$ cat src/core/acl_defines.svh
/*
 Timing counts and frame geometry constants for the codec-side
 link sequencer. Assumes a 125 MHz core clock; included by the sequencer
 module only.
*/
// Functional notes
// - Bit clock starts 4.0 us after reset, 2.5 ms with PLL.
// - Codec ready set 62.5 us after first sync following start-up.
// - Codec generates the bit clock, nominally 12.288 MHz, for everyone; here 12.5 MHz (125/10).
// - All link data and sync move only on bit clock edges.
// - Frames hold 256 bits in 13 slots; both ends count positions.
// - Codec drives the whole input frame on its data line every frame.
// - After cold reset, codec signals ready only after internal synchronisation.
// - Power-down: stop bit clock, data low within 1.0 us after slot 2.
// - Bit clock restarts no sooner than 162.8 ns after warm sync falls.
// - Test mode: link outputs float within 25 ns of reset rising.
// - Frame starts when sync sampled high on falling bit clock edge.
// - Slot 0 carries 16 tag bits; other twelve slots 20 bits.
// - Read index in output slot 1; data returns in input slot 2.
`ifndef ACL_DEFINES_SVH
`define ACL_DEFINES_SVH

`define ACL_CLK_PERIOD_NS 8.0
`define ACL_BCLK_HALF_NS 40.7
`define ACL_XTAL_START_US 4.0
`define ACL_OSC_START_US 4.0
`define ACL_PLL_START_MS 2.5
`define ACL_READY_US 62.5
`define ACL_PR4_SYNC_US 1.0
`define ACL_WARM_RESTART_NS 285.0
`define ACL_HIZ_MAX_NS 25.0

`define ACL_BCLK_HALF_CYC (int'(`ACL_BCLK_HALF_NS / `ACL_CLK_PERIOD_NS))
`define ACL_XTAL_START_CYC (int'(`ACL_XTAL_START_US * 1000.0 / `ACL_CLK_PERIOD_NS))
`define ACL_OSC_START_CYC (int'(`ACL_OSC_START_US * 1000.0 / `ACL_CLK_PERIOD_NS))
`define ACL_PLL_START_CYC (int'(`ACL_PLL_START_MS * 1000000.0 / `ACL_CLK_PERIOD_NS))
`define ACL_READY_CYC (int'(`ACL_READY_US * 1000.0 / `ACL_CLK_PERIOD_NS))
`define ACL_PR4_SYNC_CYC (int'(`ACL_PR4_SYNC_US * 1000.0 / `ACL_CLK_PERIOD_NS))
`define ACL_WARM_RESTART_CYC (int'(`ACL_WARM_RESTART_NS / `ACL_CLK_PERIOD_NS))

`define ACL_FRAME_LAST 8'hFF
`define ACL_SLOT0_BITS 8'h10
`define ACL_SLOT_BITS 8'h14
`define ACL_PDOWN_SLOT 4'h2
`define ACL_READY_BIT 19

`endif

$ cat src/core/acl_pkg.sv
/*
 Types shared by the codec-side link sequencer and its bench: pin groups,
 clock-source modes, sequencer states and the received-slot record.
 Assumes nothing beyond the constants header.
*/
`default_nettype none
package acl_pkg;

    typedef enum logic [1:0] {
        CRYSTAL_CLOCK_SOURCE_MODE = 2'h0,
        EXTERNAL_OSCILLATOR_SOURCE_MODE = 2'h1,
        PLL_CLOCK_SOURCE_MODE = 2'h2
    } acl_clk_src_t;

    typedef enum logic [2:0] {
        ST_RESET = 3'h0,
        ST_CLK_WAIT = 3'h1,
        ST_RUN = 3'h2,
        ST_PDOWN = 3'h3,
        ST_WARM = 3'h4,
        ST_TEST = 3'h5
    } acl_state_t;

    // Pins arriving from the controller
    typedef struct packed {
        logic reset_n;
        logic sync;
        logic sdata_out;
    } acl_link_in_t;

    // Pins driven toward the controller, each with its enable
    typedef struct packed {
        logic bit_clk;
        logic bit_clk_oe;
        logic sdata_in;
        logic sdata_in_oe;
    } acl_link_out_t;

    typedef struct packed {
        logic valid;
        logic [3:0] index;
        logic [19:0] data;
    } acl_rx_slot_t;

endpackage
`default_nettype wire

$ cat src/core/acl_codec_link.sv
/*
 Codec end of the five-wire audio link: makes the bit clock from the core
 clock, runs cold/warm reset and power-down sequencing, frames both data
 directions and raises codec ready. Assumes the controller pins arrive
 asynchronously and the slot data source sits on the core clock.
*/
`timescale 1ns/1ns
`default_nettype none
`include "acl_defines.svh"
module acl_codec_link #(
    parameter int PLL_START_CYCLES = `ACL_PLL_START_CYC,
    parameter int READY_CYCLES = `ACL_READY_CYC
) (
    input wire logic clock_in,
    input wire logic rst_n_in,
    input wire logic ce_in,
    input wire acl_pkg::acl_link_in_t link_in,
    input wire acl_pkg::acl_clk_src_t clock_source_mode_in,
    input wire logic ate_test_mode_in,
    input wire logic power_down_req_in,
    input wire logic [19:0] tx_slot_data_in,
    output acl_pkg::acl_link_out_t link_out,
    output logic tx_slot_req_out,
    output logic [3:0] tx_slot_index_out,
    output acl_pkg::acl_rx_slot_t rx_slot_out,
    output logic codec_ready_out,
    output logic powered_down_out
);
    import acl_pkg::*;

    localparam int HALF = `ACL_BCLK_HALF_CYC;
    localparam logic [19:0] XTAL_LIM = 20'(`ACL_XTAL_START_CYC);
    localparam logic [19:0] OSC_LIM = 20'(`ACL_OSC_START_CYC);
    localparam logic [19:0] PLL_LIM = 20'(PLL_START_CYCLES);
    localparam logic [19:0] PR4_LIM = 20'(`ACL_PR4_SYNC_CYC);
    localparam logic [19:0] WARM_LIM = 20'(`ACL_WARM_RESTART_CYC);
    localparam logic [19:0] RDY_LIM = 20'(READY_CYCLES);
    localparam logic [2:0] HALF_LAST = 3'(HALF - 1);

    // Slot number holding frame position p
    function automatic logic [3:0] slot_of(input logic [7:0] p);
        logic [7:0] q;
        q = 8'h00;
        if (p < `ACL_SLOT0_BITS)
        begin
            return 4'h0;
        end
        q = (p - `ACL_SLOT0_BITS) / `ACL_SLOT_BITS;
        return 4'(q + 8'h01);
    endfunction

    function automatic logic slot_first(input logic [7:0] p);
        return (p == 8'h00) ||
            (p >= `ACL_SLOT0_BITS && (p - `ACL_SLOT0_BITS) % `ACL_SLOT_BITS == 8'h00);
    endfunction

    function automatic logic slot_last(input logic [7:0] p);
        return (p == `ACL_SLOT0_BITS - 8'h01) ||
            (p >= `ACL_SLOT0_BITS &&
             (p - `ACL_SLOT0_BITS) % `ACL_SLOT_BITS == `ACL_SLOT_BITS - 8'h01);
    endfunction

    logic [5:0] pin_s1_reg;
    logic [5:0] pin_s2_reg;
    logic lrst_n_s;
    logic sync_s;
    logic sdo_s;
    logic ate_s;
    acl_clk_src_t mode_s;
    acl_state_t state_reg;
    acl_clk_src_t mode_reg;
    logic [19:0] cnt_reg;
    logic [19:0] start_lim;
    logic [2:0] div_reg;
    logic bclk_reg;
    logic rise_evt;
    logic fall_evt;
    logic sync_last_reg;
    logic framed_reg;
    logic [7:0] pos_reg;
    logic frame_start;
    logic [7:0] cur_pos;
    logic [7:0] nxt_pos;
    logic [19:0] tx_shift_reg;
    logic sdin_reg;
    logic [19:0] rx_shift_reg;
    logic [19:0] rdy_cnt_reg;
    logic rdy_armed_reg;
    logic ready_reg;
    logic pdown_go;

    // Two-stage synchronisers on every pin from the controller
    always_ff @(posedge clock_in)
    begin
        if (!rst_n_in)
        begin
            pin_s1_reg <= 6'h00;
            pin_s2_reg <= 6'h00;
        end
        else if (ce_in)
        begin
            pin_s1_reg <= {link_in.reset_n, link_in.sync, link_in.sdata_out,
                           clock_source_mode_in, ate_test_mode_in};
            pin_s2_reg <= pin_s1_reg;
        end
    end

    assign lrst_n_s = pin_s2_reg[5];
    assign sync_s = pin_s2_reg[4];
    assign sdo_s = pin_s2_reg[3];
    assign mode_s = acl_clk_src_t'(pin_s2_reg[2:1]);
    assign ate_s = pin_s2_reg[0];

    always_comb
    begin
        case (mode_reg)
            PLL_CLOCK_SOURCE_MODE: start_lim = PLL_LIM;
            EXTERNAL_OSCILLATOR_SOURCE_MODE: start_lim = OSC_LIM;
            default: start_lim = XTAL_LIM;
        endcase
    end

    // Sequencer: cold reset, clock start, power-down and warm reset
    always_ff @(posedge clock_in)
    begin
        if (!rst_n_in)
        begin
            state_reg <= ST_RESET;
            mode_reg <= CRYSTAL_CLOCK_SOURCE_MODE;
            cnt_reg <= 20'h00000;
        end
        else if (ce_in)
        begin
            if (!lrst_n_s)
            begin
                state_reg <= ST_RESET;
                cnt_reg <= 20'h00000;
            end
            else
            begin
                case (state_reg)
                    ST_RESET:
                    begin
                        cnt_reg <= 20'h00000;
                        // Mode and test strap are caught at reset release
                        if (ate_s)
                        begin
                            state_reg <= ST_TEST;
                        end
                        else
                        begin
                            mode_reg <= mode_s;
                            state_reg <= ST_CLK_WAIT;
                        end
                    end
                    ST_CLK_WAIT:
                    begin
                        if (cnt_reg >= start_lim - 20'h00001)
                        begin
                            state_reg <= ST_RUN;
                            cnt_reg <= 20'h00000;
                        end
                        else
                        begin
                            cnt_reg <= cnt_reg + 20'h00001;
                        end
                    end
                    ST_RUN:
                    begin
                        // Stop right at the end of slot 2, well inside the 1 us bound
                        if (pdown_go)
                        begin
                            state_reg <= ST_PDOWN;
                            cnt_reg <= 20'h00000;
                        end
                    end
                    ST_PDOWN:
                    begin
                        // Short sync blips are not a warm reset
                        if (sync_s)
                        begin
                            if (cnt_reg < PR4_LIM)
                            begin
                                cnt_reg <= cnt_reg + 20'h00001;
                            end
                        end
                        else if (cnt_reg >= PR4_LIM)
                        begin
                            state_reg <= ST_WARM;
                            cnt_reg <= 20'h00000;
                        end
                        else
                        begin
                            cnt_reg <= 20'h00000;
                        end
                    end
                    ST_WARM:
                    begin
                        if (cnt_reg >= WARM_LIM - 20'h00001)
                        begin
                            state_reg <= ST_RUN;
                            cnt_reg <= 20'h00000;
                        end
                        else
                        begin
                            cnt_reg <= cnt_reg + 20'h00001;
                        end
                    end
                    ST_TEST:
                    begin
                        cnt_reg <= 20'h00000;
                    end
                    default:
                    begin
                        state_reg <= ST_RESET;
                    end
                endcase
            end
        end
    end

    // Bit clock divider; 125/10 MHz is the closest even split to nominal
    always_ff @(posedge clock_in)
    begin
        if (!rst_n_in || state_reg != ST_RUN)
        begin
            div_reg <= 3'h0;
            bclk_reg <= 1'b0;
        end
        else if (ce_in)
        begin
            if (div_reg == HALF_LAST)
            begin
                div_reg <= 3'h0;
                bclk_reg <= ~bclk_reg;
            end
            else
            begin
                div_reg <= div_reg + 3'h1;
            end
        end
    end

    // Link edges as core-clock events
    assign rise_evt = ce_in && state_reg == ST_RUN && div_reg == HALF_LAST && !bclk_reg;
    assign fall_evt = ce_in && state_reg == ST_RUN && div_reg == HALF_LAST && bclk_reg;

    // Frame position: sync seen high on a falling edge marks bit 255 latched
    assign frame_start = fall_evt && sync_s && !sync_last_reg;
    assign cur_pos = frame_start ? `ACL_FRAME_LAST : pos_reg + 8'h01;
    assign nxt_pos = cur_pos + 8'h01;

    // Power-down point: falling event of the last bit of slot 2
    assign pdown_go = fall_evt && framed_reg && power_down_req_in &&
        slot_last(cur_pos) && slot_of(cur_pos) == `ACL_PDOWN_SLOT;

    always_ff @(posedge clock_in)
    begin
        if (!rst_n_in || state_reg == ST_RESET)
        begin
            sync_last_reg <= 1'b0;
            framed_reg <= 1'b0;
            pos_reg <= 8'h00;
        end
        else if (fall_evt)
        begin
            sync_last_reg <= sync_s;
            pos_reg <= cur_pos;
            if (frame_start)
            begin
                framed_reg <= 1'b1;
            end
        end
    end

    // Ask for the next slot's word one half bit before it is driven
    assign tx_slot_req_out = fall_evt && (framed_reg || frame_start) && slot_first(nxt_pos);
    assign tx_slot_index_out = slot_of(nxt_pos);

    // Transmit shifter; slot 0 word carries ready in its top bit
    always_ff @(posedge clock_in)
    begin
        if (!rst_n_in || state_reg != ST_RUN || pdown_go) // Data low with the clock stop
        begin
            tx_shift_reg <= 20'h00000;
            sdin_reg <= 1'b0;
        end
        else if (tx_slot_req_out)
        begin
            if (tx_slot_index_out == 4'h0)
            begin
                tx_shift_reg <= {ready_reg, tx_slot_data_in[14:0], 4'h0};
            end
            else
            begin
                tx_shift_reg <= tx_slot_data_in;
            end
        end
        else if (rise_evt)
        begin
            sdin_reg <= tx_shift_reg[19];
            tx_shift_reg <= {tx_shift_reg[18:0], 1'b0};
        end
    end

    // Receive shifter; one record per completed slot
    always_ff @(posedge clock_in)
    begin
        if (!rst_n_in)
        begin
            rx_shift_reg <= 20'h00000;
            rx_slot_out <= '0;
        end
        else if (ce_in)
        begin
            rx_slot_out.valid <= 1'b0;
            if (fall_evt && framed_reg)
            begin
                rx_shift_reg <= {rx_shift_reg[18:0], sdo_s};
                if (slot_last(cur_pos))
                begin
                    rx_slot_out.valid <= 1'b1;
                    rx_slot_out.index <= slot_of(cur_pos);
                    rx_slot_out.data <= {rx_shift_reg[18:0], sdo_s};
                end
            end
        end
    end

    // Ready counts from the first sync after a cold start; warm reset keeps it
    always_ff @(posedge clock_in)
    begin
        if (!rst_n_in || state_reg == ST_RESET)
        begin
            rdy_cnt_reg <= 20'h00000;
            rdy_armed_reg <= 1'b0;
            ready_reg <= 1'b0;
        end
        else if (ce_in)
        begin
            if (frame_start)
            begin
                rdy_armed_reg <= 1'b1;
            end
            if (rdy_armed_reg && !ready_reg)
            begin
                if (rdy_cnt_reg >= RDY_LIM - 20'h00002)
                begin
                    ready_reg <= 1'b1;
                end
                rdy_cnt_reg <= rdy_cnt_reg + 20'h00001;
            end
        end
    end

    // Test mode floats both outputs straight from the state flop
    assign link_out.bit_clk = bclk_reg;
    assign link_out.sdata_in = sdin_reg;
    assign link_out.bit_clk_oe = state_reg != ST_TEST;
    assign link_out.sdata_in_oe = state_reg != ST_TEST;
    assign codec_ready_out = ready_reg;
    assign powered_down_out = state_reg == ST_PDOWN || state_reg == ST_WARM;

endmodule
`default_nettype wire

$ cat config.mk
export PLATFORM = sky130hd
export DESIGN_NAME = acl_codec_link
export DESIGN_NICKNAME = d
export VERILOG_FILES = /design/src/core/acl_pkg.sv /design/src/core/acl_codec_link.sv
export VERILOG_INCLUDE_DIRS = /design/src /design/src/core
export SDC_FILE = /design/constraint.sdc
export NUM_CORES = 1
export LEC_CHECK = 0
export BUFFER_PORTS_ARGS = -buffer_cell sky130_fd_sc_hd__buf_2
export CAP_MARGIN = 20
export CORE_MARGIN = 2
export CORE_UTILIZATION = 65
export DETAILED_ROUTE_END_ITERATION = 7
export MAX_ROUTING_LAYER = met4
export PLACE_DENSITY = 0.85
export SYNTH_ARGS = -nofsm -noshare
export SYNTH_HDL_FRONTEND = slang
export SYNTH_SLANG_ARGS = --single-unit
$ cat constraint.sdc
create_clock -name clock_in -period 10.2 [get_ports clock_in]
set_input_delay 0.51 -clock clock_in [delete_from_list [all_inputs] [get_ports clock_in]]
set_output_delay 0.51 -clock clock_in [all_outputs]
set_load 0.01 [all_outputs]
## Yosys cells after proc, flatten, opt, wreduce, memory -nomap -nowiden

Cells that the tools add are included.
W data, S select, Z words.

- Word-level logic and storage cells: 142
- Bits in registers: 138
- Bits of input ports: 30

- Add/sub/neg operators: 10
- Div/mod/pow operators: 4
- Reduce and logical (&&, ||, !) cells: 43
- Equality and inequality tests: 20
- Multiplexer cells: 34
- Bitwise logic cells: 3
- Magnitude comparators: 9

Operators with widths:

| operator | count |
|---|---|
| $mux W20 | 9 |
| $pmux W20 S5 | 1 |
| $mux W25 | 2 |
| $add A20 B1 Y20 const B | 2 |
| $mux W3 | 8 |
| $ge A20 B13 Y1 const B | 1 |
| $ge A20 B20 Y1 | 1 |
| $ge A20 B6 Y1 const B | 1 |
| $ge A20 B7 Y1 const B | 1 |
| $lt A20 B7 Y1 const B | 1 |
| $mux W4 | 5 |
| $sub A20 B1 Y20 const B | 1 |
| $mux W19 | 1 |
| $ne A3 B3 Y1 const B | 6 |
| $pmux W3 S6 | 1 |
| $add A8 B1 Y8 const B | 2 |
| $div A8 B5 Y8 const B | 2 |
| $ge A8 B5 Y1 const B | 2 |
| $logic_not A8 Y1 | 2 |
| $lt A8 B5 Y1 const B | 2 |
| $mod A8 B5 Y8 const B | 2 |
| $sub A8 B5 Y8 const B | 2 |
| $logic_and A1 B1 Y1 | 15 |
| $reduce_and A2 Y1 | 6 |
| 25 further kinds | 47 |

## Longest topological paths before layout

- Depth after elaboration: 19
- Mapped depth: 31

## Least setup slack after synthesis

Ideal clock, no wire load.

- Path kind: input to register
- From: input port ce_in
- To: register tx_shift_reg[14]
- Path buffers: 7
- Stages on the path: 27
- Data arrival time: 5.810 ns
- Data required time: 10.077 ns
- Setup slack: 4.266 ns
- Cells stage by stage: buf_2 > nand3b_1 > or3_1 > buf_2 > clkbuf_1 > and2_1 > inv_1 > ha_1 > clkbuf_1 > o2111a_1 > buf_4 > inv_1 > ha_1 > or4_4 > and3_1 > buf_6 > a211oi_1 > a31oi_1 > mux2_2 > o211a_1 > o21ai_2 > ha_1 > xnor2_1 > a41oi_2 > buf_2 > mux2i_1 > o22ai_1

- Word-level cells in the longest chain between the ends: 14
- Elaborated cells between the ends (all ways): 45

Ends and longest elaborated chain:

| what | line | RTL |
|---|---|---|
| start, declared | acl_codec_link.sv:16 | `input wire logic ce_in,` |
| $logic_and A1 B1 Y1 (*) (3 in series) | acl_codec_link.sv:246 | `assign fall_evt = ce_in && state_reg == ST_RUN && div_reg == HALF_LAST && bclk_reg;` |
| $logic_and A1 B1 Y1 (*) (2 in series) | acl_codec_link.sv:249 | `assign frame_start = fall_evt && sync_s && !sync_last_reg;` |
| $mux W8 (*) | acl_codec_link.sv:250 | `` assign cur_pos = frame_start ? `ACL_FRAME_LAST : pos_reg + 8'h01; `` |
| net cur_pos[0] | acl_codec_link.sv:82 | `logic [7:0] cur_pos;` |
| $add A8 B1 Y8 or $sub A8 B5 Y8 (tied branches) | -- |  |
| $sub A8 B5 Y8 (no source line) or $mod A8 B5 Y8 (tied branches) | -- |  |
| $div A8 B5 Y8 (no source line), or another cell as far along | -- |  |
| $add A4 B1 Y4, or another cell as far along | acl_codec_link.sv:49 | `return 4'(q + 8'h01);` |
| $mux W4, or another cell as far along | acl_codec_link.sv:48 | `` q = (p - `ACL_SLOT0_BITS) / `ACL_SLOT_BITS; `` |
| $logic_not A4 Y1, or another cell as far along | acl_codec_link.sv:290 | `if (tx_slot_index_out == 4'h0)` |
| $mux W20, or another cell as far along | acl_codec_link.sv:290 |  |
| $mux W20, or another cell as far along | acl_codec_link.sv:288 | `else if (tx_slot_req_out)` |
| end signal, assigned | acl_codec_link.sv:292 | `tx_shift_reg <= {ready_reg, tx_slot_data_in[14:0], 4'h0};` |
| end signal, assigned | acl_codec_link.sv:296 | `tx_shift_reg <= tx_slot_data_in;` |
| end signal, assigned | acl_codec_link.sv:302 | `tx_shift_reg <= {tx_shift_reg[18:0], 1'b0};` |
| end, declared | acl_codec_link.sv:84 | `logic [19:0] tx_shift_reg;` |

The timed path passes the listed nets; every way through them passes the cells marked *.
A chain may end at the register's enable or synchronous reset.

## Worst setup path in the final report

- From: input port ce_in
- To: output port tx_slot_req_out

- Word-level cells in the longest chain between the ends: 13
- Elaborated cells between the ends (all ways): 17

Ends and longest elaborated chain:

| what | line | RTL |
|---|---|---|
| $logic_and A1 B1 Y1 (*) (3 in series) | acl_codec_link.sv:246 |  |
| $logic_and A1 B1 Y1 (*) (2 in series) | acl_codec_link.sv:249 |  |
| $mux W8 (*) | acl_codec_link.sv:250 |  |
| net cur_pos[0] | acl_codec_link.sv:82 |  |
| $add A8 B1 Y8 (*) | acl_codec_link.sv:251 | `assign nxt_pos = cur_pos + 8'h01;` |
| $sub A8 B5 Y8 (no source line) | -- |  |
| $mod A8 B5 Y8 (no source line) | -- |  |
| $logic_not A8 Y1 | acl_codec_link.sv:54 | `` (p >= `ACL_SLOT0_BITS && (p - `ACL_SLOT0_BITS) % `ACL_SLOT_BITS == 8'h00); `` |
| $logic_and A1 B1 Y1 | acl_codec_link.sv:54 |  |
| $logic_or A1 B1 Y1 (*) | acl_codec_link.sv:53 | `return (p == 8'h00) \|\|` |
| $logic_and A1 B1 Y1 (*) | acl_codec_link.sv:277 | `assign tx_slot_req_out = fall_evt && (framed_reg \|\| frame_start) && slot_first(nxt_pos);` |
| end, declared | acl_codec_link.sv:23 | `output logic tx_slot_req_out,` |

Marked as above.

==> impl_results.md <==
- Status: finished clean
- Worst slew pin tran: 1130 ps
- Initial Util: 65.9%
- R2R depth: 21
- Reg with most FFs: rx_slot_out
- P&R area growth vs syn: 9.92%
- First-pass GRT wire length: 35,100 um
- Slew Viols, Final: 0
- R2R Path End: tx_shift_reg[16]
- Setup TNS: 0 ps
- Synthesized area: 8660 um^2
- Max clock buf depth: 2
- CTS sink count: 138
- Fmax achieved: 135 MHz
- Static Leak: 3.68 nW
- Most instantiated library cell after synthesis: nand2_1
- Clk_lat worst skew: 430 ps
- Share of cells above drive strength 1: 14.9%
- Die area: 14,300 um^2
- Die height: 119 um
- Nets: 1,148
- Ys async rst share: 0%
- Syn Area/Cell: 8.10 um^2
- Synth Flop Type: dfxtp_1
- Wire length per cell: 16.8 um
- Dpl hpwl: 14,300 um
- Top Ports: 66
- Hold_buf cts: 0
- Vias in the first global route: 7,393
- Number of max-cap violations: 0
- Hold endpoint: pin_s1_reg[1]
- Reg-to-reg setup timing slack: 3290 ps
- Worst hold path class: input port to flip-flop
- Syn Nets: 1,128
- Placed cell areas: 8900 um^2
- Final ANT Viol Nets: 0
- Cell taking the most area after synthesis: dfxtp_1
- Fin Clk Skew: 9.00 ps
- Gate Count Post-Synth: 1,070
- Gr ovfl total: 0
- Initial antenna violation count: 1
- Via/cell ratio: 6.35
- Max-slew headroom: 24.4%
- Largest net degree at the start of global routing: 92
- GRT Resource Usage Total: 30.7%
- Top cells by area, synth: dfxtp_1 32%, nand2_1 6.3%, mux2i_1 5.8%, ha_1 4.0%, nor2_1 4.0%
- Synth cell types: 96
- Max reg flops: 25
- # DRC: 0
- Dpl cells: 1,246
- Synth cell count leaders: 145 x nand2_1, 138 x dfxtp_1, 93 x nor2_1, 60 x nand3_1, 55 x a21oi_1
- CTS-repair resized insts: 0
- Endpoints failing setup: 0
- CTS buffer count: 17
- Drt first pass iters: 5
- Post-route cell area: 9520 um^2
- Hold Fails Final Rpt: 0
- 1st-iter DRT viols: 744
- TritonCTS clock tree: done
- P per Cell Area: 127 nW/um^2
- Top-area cell type share of the netlist area: 31.9%
- RSZ-0062 raised after global routing: false
- CP Launch Type: input port
- Kind of critical path: input port to output port
- Fin util: 72.5%
- Die W: 119 um
- Peak supply drop: 113 uV
- Final GP Congestion: 0.951
- Min Hold Slack: 344 ps
- WP data arrival: 6890 ps
- WL final: 21,500 um
- Post-synth EDFFs: 0
- Hold Crit Start: clock_source_mode_in[0]
- H-tree depth: 4
- Worst Path Required: 9690 ps
- Core area: 13,100 um^2
- Hold-critical path depth: 3
- CP Max Fanout: 46
- Post-CTS setup buffer count: 0
- Final Non-Filler Cells: 1,280
- Via count: 8,131
- FF-to-FF Start: state_reg[0]
- Minimum clock period: 7400 ps
- Synth Register Bits: 138
- Seq/Total Area, Yosys: 31.9%
- Clk root buf: clkbuf_16
- CP Capture Type: output port
- Yosys warns: 0
- Rows: 42
- Period utilization: 72.5%
- IO buf count: 65
- Reg clk slew, reported paths: 60 ps
==> stage by stage <==
step | worst slack [ps] | power (W)
4_1_cts | 2880 | 0.00121
2_1_floorplan | 4270 | 0.000573
3_3_place_gp | 3070 | 0.000583
6_report | 2800 | 0.00121
3_5_place_dp | 2840 | 0.000584
5_1_grt | 2350 | 0.00123
==> per-layer routing <==
metal / vias up / wire [um] / GRT usage [%]
met1: 3861 / 9140 / 37.5
met3: 70 / 1290 / 6.51
met5: - / 0 / -
met4: 0 / 647 / 14.1
li1: 3894 / - / -
met2: 306 / 10400 / 48.7
==> final cells by class <==
type	count	area, um^2
clock buffer	18	439
inverter	35	131
multi-input combinational	826	5420
clock inverter	14	155
timing repair buffer	72	390
sequential	138	2760
antenna	1	2.50
fill	972	3620
tap	176	220
==> where the power goes <==
group          switching, W  internal [W]
clock network      0.000281      0.000354
logic             0.0000177     0.0000112
registers        0.00000228      0.000541
total              0.000301      0.000906
==> worst max-delay path by stage <==
stage	slack [ps]	cells after the start	startpoint	end
after detailed placement	2840	19	ce_in	tx_shift_reg[13]
final	2800	18	ce_in	tx_slot_req_out
after global routing	2350	18	ce_in	tx_slot_req_out
after floorplan	4270	27	ce_in	tx_shift_reg[14]
after global placement	3070	23	ce_in	tx_shift_reg[4]
after CTS	2880	18	ce_in	tx_slot_req_out
==> worst max-delay path, cell delays in order <==
cell	delay [ps]
buf_2	70
buf_4	480
nand3b_1	340
or3_1	720
and2_1	310
inv_1	70
ha_1	380
o2111a_1	630
inv_1	280
ha_1	310
or4_4	560
and3_1	310
nand3_1	140
a22oi_1	120
a211oi_1	390
mux2i_1	200
o41ai_4	760
buf_2	280
==> kinds of logic (layout without fill, tap and decap cells) <==
kind of cell    Yosys count  after routing  synth area share (%)
compound gates          270            270                  22.4
xor+xnor                 32             32                  3.32
fa+ha+maj                28             28                  4.04
buf+inv                 106            139                  5.78
flops                   138            138                  31.9
mux                      54             54                  6.30
other cells               0              1                     0
simple gates            442            442                  26.3
==> layout by cell type, fill, tap and decap left out, types with 15 or more instances in the layout <==
cell       Yosys  final
nand2_1      145    145
o21ai_0       53     53
ha_1          28     28
xor2_1        18     18
clkbuf_16      0     17
a211oi_1      18     18
nor2b_1       20     20
nor2_1        93     93
nand3_1       60     60
o21ai_1       23     23
nor3_1        15     15
mux2i_1       50     50
buf_2         11     65
a21oi_1       55     55
inv_1         33     33
dfxtp_1      138    138
Power figures use the tool's default switching activity.
